--- src/rtl/pin_mux_pkg.sv ---
// Package: register map, reset values and carrier types for the pin mux / GPIO block
package pin_mux_pkg;
    // Word addresses in data space
    localparam logic [15:0] ADDR_MUX_A = 16'h7090;
    localparam logic [15:0] ADDR_MUX_B = 16'h7092;
    localparam logic [15:0] ADDR_MUX_C = 16'h7094;
    localparam logic [15:0] ADDR_PORT_E = 16'h7095;
    localparam logic [15:0] ADDR_PORT_F = 16'h7096;
    localparam logic [15:0] ADDR_PORT_A = 16'h7098;
    localparam logic [15:0] ADDR_PORT_B = 16'h709A;
    localparam logic [15:0] ADDR_PORT_C = 16'h709C;
    localparam logic [15:0] ADDR_PORT_D = 16'h709E;
    // Field layout of a port register
    localparam int DATA_LSB = 0;
    localparam int DIR_LSB = 8;
    localparam int PORT_PINS = 8;
    localparam int NUM_PORTS = 6;
    // Port indices
    localparam logic [2:0] PORT_A = 3'h0;
    localparam logic [2:0] PORT_B = 3'h1;
    localparam logic [2:0] PORT_C = 3'h2;
    localparam logic [2:0] PORT_D = 3'h3;
    localparam logic [2:0] PORT_E = 3'h4;
    localparam logic [2:0] PORT_F = 3'h5;
    // Reset values
    localparam logic [15:0] MUX_A_RST = 16'h0000;
    localparam logic [15:0] MUX_B_RST = 16'hFE03;
    localparam logic [15:0] MUX_C_RST = 16'h0001;
    localparam logic [15:0] PORT_RST = 16'h0000;

    // Processor data-space access
    typedef struct packed {
        logic rd;
        logic wr;
        logic [15:0] addr;
        logic [15:0] wdata;
    } bus_req_t;

    // Two-signal pad group for one 8-pin port
    typedef struct packed {
        logic [7:0] out;
        logic [7:0] oe;
    } pad_drive_t;
endpackage : pin_mux_pkg

--- src/rtl/shared_pin_mux_gpio.sv ---
// Shared-pin multiplexer and GPIO ports A to F with data-space registers
//
// Operation
// - Mux bit 1 routes pin to peripheral function, 0 to GPIO.
// - Data and direction bits act only while pin is in GPIO mode.
// - Direction bit 0 makes pin input, 1 makes it output.
// - Output pins drive data bit; input pins read back pin level.
// - Pin n uses data bit n and direction bit n plus 8.
// - Reset: port E pin 0 is clock output, other E/F pins GPIO.
// - Reset: write/read strobe shared pin comes up in strobe function.
// - Mux control A, B, C decode at 7090h, 7092h, 7094h.
// - Ports E, F, A decode at 7095h, 7096h, 7098h.
// - Ports B, C, D decode at 709Ah, 709Ch, 709Eh.
// - All registers reachable by ordinary data-space reads and writes.
`timescale 1ns/1ps
module shared_pin_mux_gpio (
    input wire logic clk_i,                          // Processor clock, 40 MHz
    input wire logic rst_i,                          // Synchronous reset, active high
    input wire pin_mux_pkg::bus_req_t bus_i,         // Data-space read/write request
    output logic [15:0] rdata_o,                     // Read data, registered
    output logic hit_o,                              // Access decoded to this block
    input wire logic [47:0] pin_level_i,             // Pad levels, ports A..F, 8 each
    output logic [47:0] pin_out_o,                   // Pad output levels
    output logic [47:0] pin_oe_o,                    // Pad output enables, high drives
    input wire logic [47:0] periph_out_i,            // Peripheral outputs per pin
    input wire logic [47:0] periph_oe_i,             // Peripheral output enables per pin
    output logic [47:0] periph_in_o,                 // Pin levels to peripherals
    output logic [47:0] gpio_sel_o                   // High where pin is in GPIO mode
);
    // Map an address to a port index; returns 3'h7 for no port
    function automatic logic [2:0] port_of(input logic [15:0] a);
        case (a)
            pin_mux_pkg::ADDR_PORT_A: port_of = pin_mux_pkg::PORT_A;
            pin_mux_pkg::ADDR_PORT_B: port_of = pin_mux_pkg::PORT_B;
            pin_mux_pkg::ADDR_PORT_C: port_of = pin_mux_pkg::PORT_C;
            pin_mux_pkg::ADDR_PORT_D: port_of = pin_mux_pkg::PORT_D;
            pin_mux_pkg::ADDR_PORT_E: port_of = pin_mux_pkg::PORT_E;
            pin_mux_pkg::ADDR_PORT_F: port_of = pin_mux_pkg::PORT_F;
            default: port_of = 3'h7;
        endcase
    endfunction : port_of

    logic [15:0] mux_a_r;
    logic [15:0] mux_b_r;
    logic [15:0] mux_c_r;
    logic [15:0] port_r [pin_mux_pkg::NUM_PORTS];
    logic [47:0] pin_sync_r;
    logic [47:0] mux_sel;
    logic [2:0] wr_port;
    logic [2:0] rd_port;
    logic [15:0] rdata_nxt;

    assign wr_port = port_of(bus_i.addr);
    assign rd_port = wr_port;
    assign hit_o = (wr_port != 3'h7) || (bus_i.addr == pin_mux_pkg::ADDR_MUX_A)
        || (bus_i.addr == pin_mux_pkg::ADDR_MUX_B) || (bus_i.addr == pin_mux_pkg::ADDR_MUX_C);

    // Mux control registers; reset leaves strobe and clock-out pins in function mode
    always_ff @(posedge clk_i) begin
        if (rst_i) begin
            mux_a_r <= pin_mux_pkg::MUX_A_RST;
            mux_b_r <= pin_mux_pkg::MUX_B_RST;
            mux_c_r <= pin_mux_pkg::MUX_C_RST;
        end else if (bus_i.wr) begin
            // Mux B upper bits are stored as written; software must keep them set
            if (bus_i.addr == pin_mux_pkg::ADDR_MUX_A) mux_a_r <= bus_i.wdata;
            if (bus_i.addr == pin_mux_pkg::ADDR_MUX_B) mux_b_r <= bus_i.wdata;
            if (bus_i.addr == pin_mux_pkg::ADDR_MUX_C) mux_c_r <= bus_i.wdata;
        end
    end

    // Per-pin mux select in A..F order: A=mux A low, B=mux A high, C/D=mux B, E/F=mux C
    assign mux_sel = {mux_c_r, mux_b_r, mux_a_r};

    // Pin sampling; pads are taken as synchronous, one stage keeps reads registered
    always_ff @(posedge clk_i) begin
        if (rst_i) begin
            pin_sync_r <= 48'h0;
        end else begin
            pin_sync_r <= pin_level_i;
        end
    end

    // Port registers and pad steering, one generate instance per port
    genvar p;
    genvar n;
    generate
        for (p = 0; p < pin_mux_pkg::NUM_PORTS; p++) begin : g_port
            // Data bits always store; pad only follows them for GPIO outputs
            always_ff @(posedge clk_i) begin
                if (rst_i) begin
                    port_r[p] <= pin_mux_pkg::PORT_RST;
                end else if (bus_i.wr && (wr_port == 3'(p))) begin
                    port_r[p] <= bus_i.wdata;
                end
            end
            for (n = 0; n < pin_mux_pkg::PORT_PINS; n++) begin : g_pin
                localparam int PIN = p * pin_mux_pkg::PORT_PINS + n;
                logic dir;
                logic dat;
                assign dir = port_r[p][pin_mux_pkg::DIR_LSB + n];
                assign dat = port_r[p][pin_mux_pkg::DATA_LSB + n];
                assign gpio_sel_o[PIN] = ~mux_sel[PIN];
                // Function mode hands the pad to the peripheral
                assign pin_out_o[PIN] = mux_sel[PIN] ? periph_out_i[PIN] : dat;
                assign pin_oe_o[PIN] = mux_sel[PIN] ? periph_oe_i[PIN] : dir;
                // Peripheral sees the pin only in function mode, else idle low
                assign periph_in_o[PIN] = mux_sel[PIN] & pin_level_i[PIN];
            end
        end
    endgenerate

    // Readback: output pins return latch, input pins return sampled level
    always_comb begin
        rdata_nxt = 16'h0000;
        case (bus_i.addr)
            pin_mux_pkg::ADDR_MUX_A: rdata_nxt = mux_a_r;
            pin_mux_pkg::ADDR_MUX_B: rdata_nxt = mux_b_r;
            pin_mux_pkg::ADDR_MUX_C: rdata_nxt = mux_c_r;
            default: begin
                if (rd_port != 3'h7) begin
                    for (int i = 0; i < pin_mux_pkg::PORT_PINS; i++) begin
                        rdata_nxt[pin_mux_pkg::DIR_LSB + i] =
                            port_r[rd_port][pin_mux_pkg::DIR_LSB + i];
                        rdata_nxt[pin_mux_pkg::DATA_LSB + i] =
                            port_r[rd_port][pin_mux_pkg::DIR_LSB + i]
                            ? port_r[rd_port][pin_mux_pkg::DATA_LSB + i]
                            : pin_sync_r[rd_port * pin_mux_pkg::PORT_PINS + i];
                    end
                end
            end
        endcase
    end

    // Read data held until the next read
    always_ff @(posedge clk_i) begin
        if (rst_i) begin
            rdata_o <= 16'h0000;
        end else if (bus_i.rd) begin
            rdata_o <= rdata_nxt;
        end
    end
endmodule : shared_pin_mux_gpio

--- config.mk ---
export PLATFORM = sky130hd
export DESIGN_NAME = shared_pin_mux_gpio
export DESIGN_NICKNAME = d
export VERILOG_FILES = /design/src/rtl/pin_mux_pkg.sv /design/src/rtl/shared_pin_mux_gpio.sv
export SDC_FILE = /design/constraint.sdc
export NUM_CORES = 1
export LEC_CHECK = 0
export BUFFER_PORTS_ARGS = -buffer_cell sky130_fd_sc_hd__buf_2
export CAP_MARGIN = 20
export CORE_ASPECT_RATIO = 0.6
export CORE_UTILIZATION = 44
export DETAILED_ROUTE_END_ITERATION = 8
export PLACE_DENSITY = 0.81
export SYNTH_ARGS = -nofsm -noshare
export SYNTH_HDL_FRONTEND = slang
export SYNTH_SLANG_ARGS = --single-unit
--- constraint.sdc ---
create_clock -name clk_i -period 9.7 [get_ports clk_i]
set_input_delay 0.485 -clock clk_i [delete_from_list [all_inputs] [get_ports clk_i]]
set_output_delay 0.485 -clock clk_i [all_outputs]
set_load 0.05 [all_outputs]
==> Word-level counts from Yosys, hierarchy flattened <==
Memory sizes are Yosys's and may differ from the RTL's.
Index checks and enable logic that the tools add are counted.
{ "classes": {"addsub": 7, "magnitude_cmp": 8, "n_eq_ne": 15, "mux": 149, "bitwise": 102, "reduce_logical": 13} }
{ "op_table": {"columns": ["op", "n"], "rows": [
  ["16-bit by 15-bit == test with 1-bit output, second input constant", 9],
  ["1-bit 2-to-1 mux", 132],
  ["16-bit 2-to-1 mux", 7],
  ["7-bit less-than comparator, second input constant", 7],
  ["1-bit bitwise AND", 48],
  ["1-bit inverter", 48],
  ["16-bit case mux with 3 select lines", 1],
  ["1-bit binary-select mux with 6-bit select", 7],
  ["6-bit by 3-bit adder with 7-bit output, second input constant", 4],
  ["3-bit case mux with 6 select lines", 1],
  ["6-bit by 2-bit adder with 7-bit output, second input constant", 2],
  ["6-bit by 1-bit adder with 7-bit output, second input constant", 1],
  ["6-bit by 7-bit less-than comparator with 1-bit output, second input constant", 1],
  ["3-bit by 2-bit == test with 1-bit output, second input constant", 2],
  ["3-bit == test, second input constant", 2],
  ["1-bit logical AND", 6],
  ["1-bit bitwise OR", 6],
  ["2-bit AND reduction", 3],
  ["1-bit binary-select mux with 3-bit select", 1],
  ["3-bit by 1-bit == test with 1-bit output, second input constant", 1],
  ["3-bit zero test", 1],
  ["1-bit logical OR", 3],
  ["3-bit inequality test, second input constant", 1]
]} }
{ "word_totals": {"ff_bits": 112, "mem_bits_rw": 96, "inputBits": 180, "output_inout_bits": 209, "mem_count": 1} }
{ "memory_table": {"columns": ["name", "depth", "width", "rd", "rd_ports_with_merged_regs", "write_ports", "line", "rtl"], "rows": [
  ["port_r", 6, 16, 7, 0, 6, "shared_pin_mux_gpio.sv:46", "logic [15:0] port_r [pin_mux_pkg::NUM_PORTS];"]
]} }

==> Longest topological paths before layout <==
{ "depth": {"word_depth": 8, "ltp_mapped": 11, "depth_no_buf": 8} }

==> Least setup slack after synthesis <==
OpenSTA, ideal clock, no wires.
{ "synth_path": {"kind": "input -> register", "from": "in bus_i[25] (netlist name)", "to": "mem port_r[0][0] (enable)", "t_arrival_ns": 3.005, "path_slack_ns": 6.303, "stages": 8, "n_path_buf": 3, "path_cell_list": "or4_1 > buf_2 > or3_4 > buf_6 > nor3_2 > nand2_2 > clkbuf_1 > o21bai_1"} }
{ "synth_rtl": {"columns": ["item", "line", "rtl"], "rows": [
  ["from (decl)", "shared_pin_mux_gpio.sv:19", "input wire pin_mux_pkg::bus_req_t bus_i,"],
  ["to (decl)", "shared_pin_mux_gpio.sv:46", null]
]} }

==> impl_metrics.toml <==
[drt]
initialDrtViolationCount = 1415
wire_per_inst_um = 25.32
vias_per_cell = 5.790
post-route-drc-count = 0
drt-pass1-iter-count = 6
ant_nets = 0
via_count = 10240
drt_wl_total_um = 44790

[grt]
grt_first_pass_wirelength_um = 63140
grt-ovfl-total = 0
grt_antenna_before_repair = 5
grt_usage_pct = 35.68
grt_max_degree = 83
grt_pass1_vias = 9468

[pwr]
p_total_uw = 2046
p_per_area_nw_per_um2 = 152.4
ir_worst_vdd_uv = 74.08
p_leak_uw = 0.005570

[flow_run]
cap_violations = 0

[yosys]
ys_seq_area_share_pct = 48.72
synth-main-ff-cell = "dfxtp_1"
synth_area_leaders = "edfxtp_1, dfxtp_1, mux2_2"
synth-seq-cells = 208
async_flop_share_pct = 0
synth_top_area_share_pct = 27.41
yosysWarnings = 0
syn_area_per_cell_um2 = 9.858
synth.distinct_cells = 68
synth_nets = 1247
synthCells = 1067
synth_edf_count = 96
synth_top_area_cell = "edfxtp_1"
synth_area_um2 = 10520

[finish]
synthToLayoutAreaGrowth_pct = 27.64
drive_gt1_share_pct = 38.28
final_net_count = 1616

[timing]
finalCritPeriodShare_pct = 36.98
max_freq_mhz = 278.8
hold_viol = 0
period_minus_slack_ps = 3587
tightest_slew_ps = 1202
relSlewSlack_pct = 19.26
setup_tns_ps = 0
finalSetupViolations = 0
drv_slew = 0
clock_skew_ps = 19.09
rsz0062_at_grt = "false"

[clocking]
h-tree-depth = 1
cts.sinks = 208
clock_latency_ps = 510
clk_root_buffer_cell = "clkbuf_16"
cts_tree = "done"
postCtsSetupBuffers = 0
cts-resized-gates = 0
cts_made_buffers = 20
ctsHoldBuffers = 0
clk_pin_slew_ps = 70
cts_max_path_buffers = 3

[placement]
routabilityCongestion = 0.9510
dp_hpwl_um = 33600
io_buffers = 388

[die]
coreArea_um2 = 23300
die-area_um2 = 24550
die_w_um = 201.6
start_util_pct = 45.15
die_h_um = 121.8
pin_count = 389
row_count = 43

[worst_setup_path]
endpoint_kind = "register"
cp-start-kind = "input pin"
arrival_ps = 3950
required_ps = 10060
path_max_fanout = 19
critPathKind = "in -> reg"

[run_status]
outcome = "finished, final reports clean"

[hold_path]
hold_class = "in -> reg"
kinds of logic (layout without fill, tap and decap cells):
kind of cell / count (synthesis) / count (layout) / synth area share, %
simple gates: 479 / 479 / 24.52
other cells: 0 / 4 / 0
flops: 208 / 208 / 48.72
compound gates: 156 / 156 / 10.31
buf+inv: 105 / 488 / 3.937
mux: 118 / 118 / 12.43
xor+xnor: 1 / 1 / 0.08328
placed cells by master (no fill, tap or decap), types with 4 or more instances in the layout:
cell       count
nand2_1      164
a21oi_1       56
dfxtp_1      112
nor3b_1        5
and3_1         4
inv_1         52
o22ai_1        4
a221o_1        4
o221ai_1      10
nand2b_1       8
a311oi_1       4
clkbuf_16     22
nand3b_1      11
buf_4         12
nand4_1        4
nor3_1        12
nor2_1        39
a211oi_1       7
buf_2        387
clkbuf_8       5
mux2i_1       17
nor3_2         5
o22a_1         4
and2_1       146
diode_2        4
a221oi_1      13
nand3_1       11
nor2b_1       49
mux2_2        98
o21ai_0       15
edfxtp_1      96
report_power, final:
| part | internal [µW] | switching, µW |
|---|---|---|
| Sequential | 951 | 26.4 |
| Combinational | 81.6 | 187 |
| Clock | 452 | 349 |
cells in the mapped netlist (3+ instances only):
| cell | n |
|---|---|
| o22ai_1 | 4 |
| nand3_1 | 11 |
| mux2i_1 | 17 |
| nor3_1 | 13 |
| a21oi_1 | 56 |
| nand2_1 | 164 |
| a222oi_1 | 3 |
| buf_1 | 3 |
| o221ai_1 | 10 |
| a221oi_1 | 13 |
| a31oi_1 | 3 |
| nor4_4 | 3 |
| edfxtp_1 | 96 |
| a221o_1 | 4 |
| buf_2 | 7 |
| a211oi_1 | 7 |
| nand2b_1 | 8 |
| clkbuf_1 | 41 |
| o21ai_1 | 3 |
| nor3b_1 | 5 |
| o21a_1 | 3 |
| mux2_2 | 98 |
| nor3_2 | 4 |
| and3_1 | 4 |
| nor2b_1 | 49 |
| nand3b_1 | 11 |
| o22a_1 | 4 |
| nor4_1 | 4 |
| mux2_1 | 3 |
| a22oi_1 | 3 |
| o221ai_2 | 3 |
| dfxtp_1 | 112 |
| a311oi_1 | 4 |
| nand4_1 | 4 |
| and2_1 | 146 |
| inv_1 | 52 |
| o21ai_0 | 15 |
| nor2_1 | 39 |
sequential cells by signal, summed over array words and instances, names as in the netlist:
register and cells:
port_r 96, pin_sync_r 48, mux_a_r 16, mux_b_r 16
mux_c_r 16, rdata_o 16
critical path, stage by stage:
cell and delay, ps:
buf_2 90, or4_1 680, nor3_2 480, nand3_1 870, nor2_1 1090, and2_1 240
layer usage:
metal | track usage (%) | up-vias | part of all wire [%]
met5 | 0 | - | 0.029
met4 | 12.26 | 2 | 3.8
met3 | 8.534 | 109 | 13
met2 | 54.05 | 783 | 43
met1 | 49.96 | 4881 | 41
li1 | - | 4467 | -
path summary, 6_finish.rpt:
| check | start | end | slack [ps] | cells after the start |
|---|---|---|---|---|
| hold reg to reg | rdata_o[13] | rdata_o[13] | 480 | 2 |
| hold / removal | pin_level_i[7] | pin_sync_r[7] | 200 | 2 |
| setup / recovery | bus_i[25] | port_r[1][12] | 6110 | 6 |
| setup reg to reg | port_r[0][11] | rdata_o[3] | 7820 | 6 |
cell type report:
| cell class | instances | area, µm² |
|---|---|---|
| Antenna cell | 4 | 10.01 |
| Multi-Input combinational cell | 754 | 4999 |
| Sequential cell | 208 | 5125 |
| Tap cell | 315 | 394.1 |
| Clock inverter | 6 | 35.03 |
| Inverter | 52 | 195.2 |
| Timing Repair Buffer | 400 | 2038 |
| Fill cell | 2072 | 9869 |
| Clock buffer | 30 | 630.6 |
metrics by stage:
| stage | util (%) | instances | instance area, µm² | worst slack, ps | hold WS (ps) |
|---|---|---|---|---|---|
| after detailed placement | 54.65 | 1727 | 12730 | 5665 | 465.4 |
| final | 57.63 | 1769 | 13430 | 6113 | 199.5 |
| after global placement | 54.65 | 1727 | 12730 | 5813 | 468.4 |
| after floorplan | - | 1067 | 10520 | 6303 | 486.4 |
| after global routing | 57.59 | 1765 | 13420 | 5963 | 208.5 |
| after CTS | 57.51 | 1763 | 13400 | 6183 | 199.7 |
Note: power is estimated with default switching activity, not from simulation.
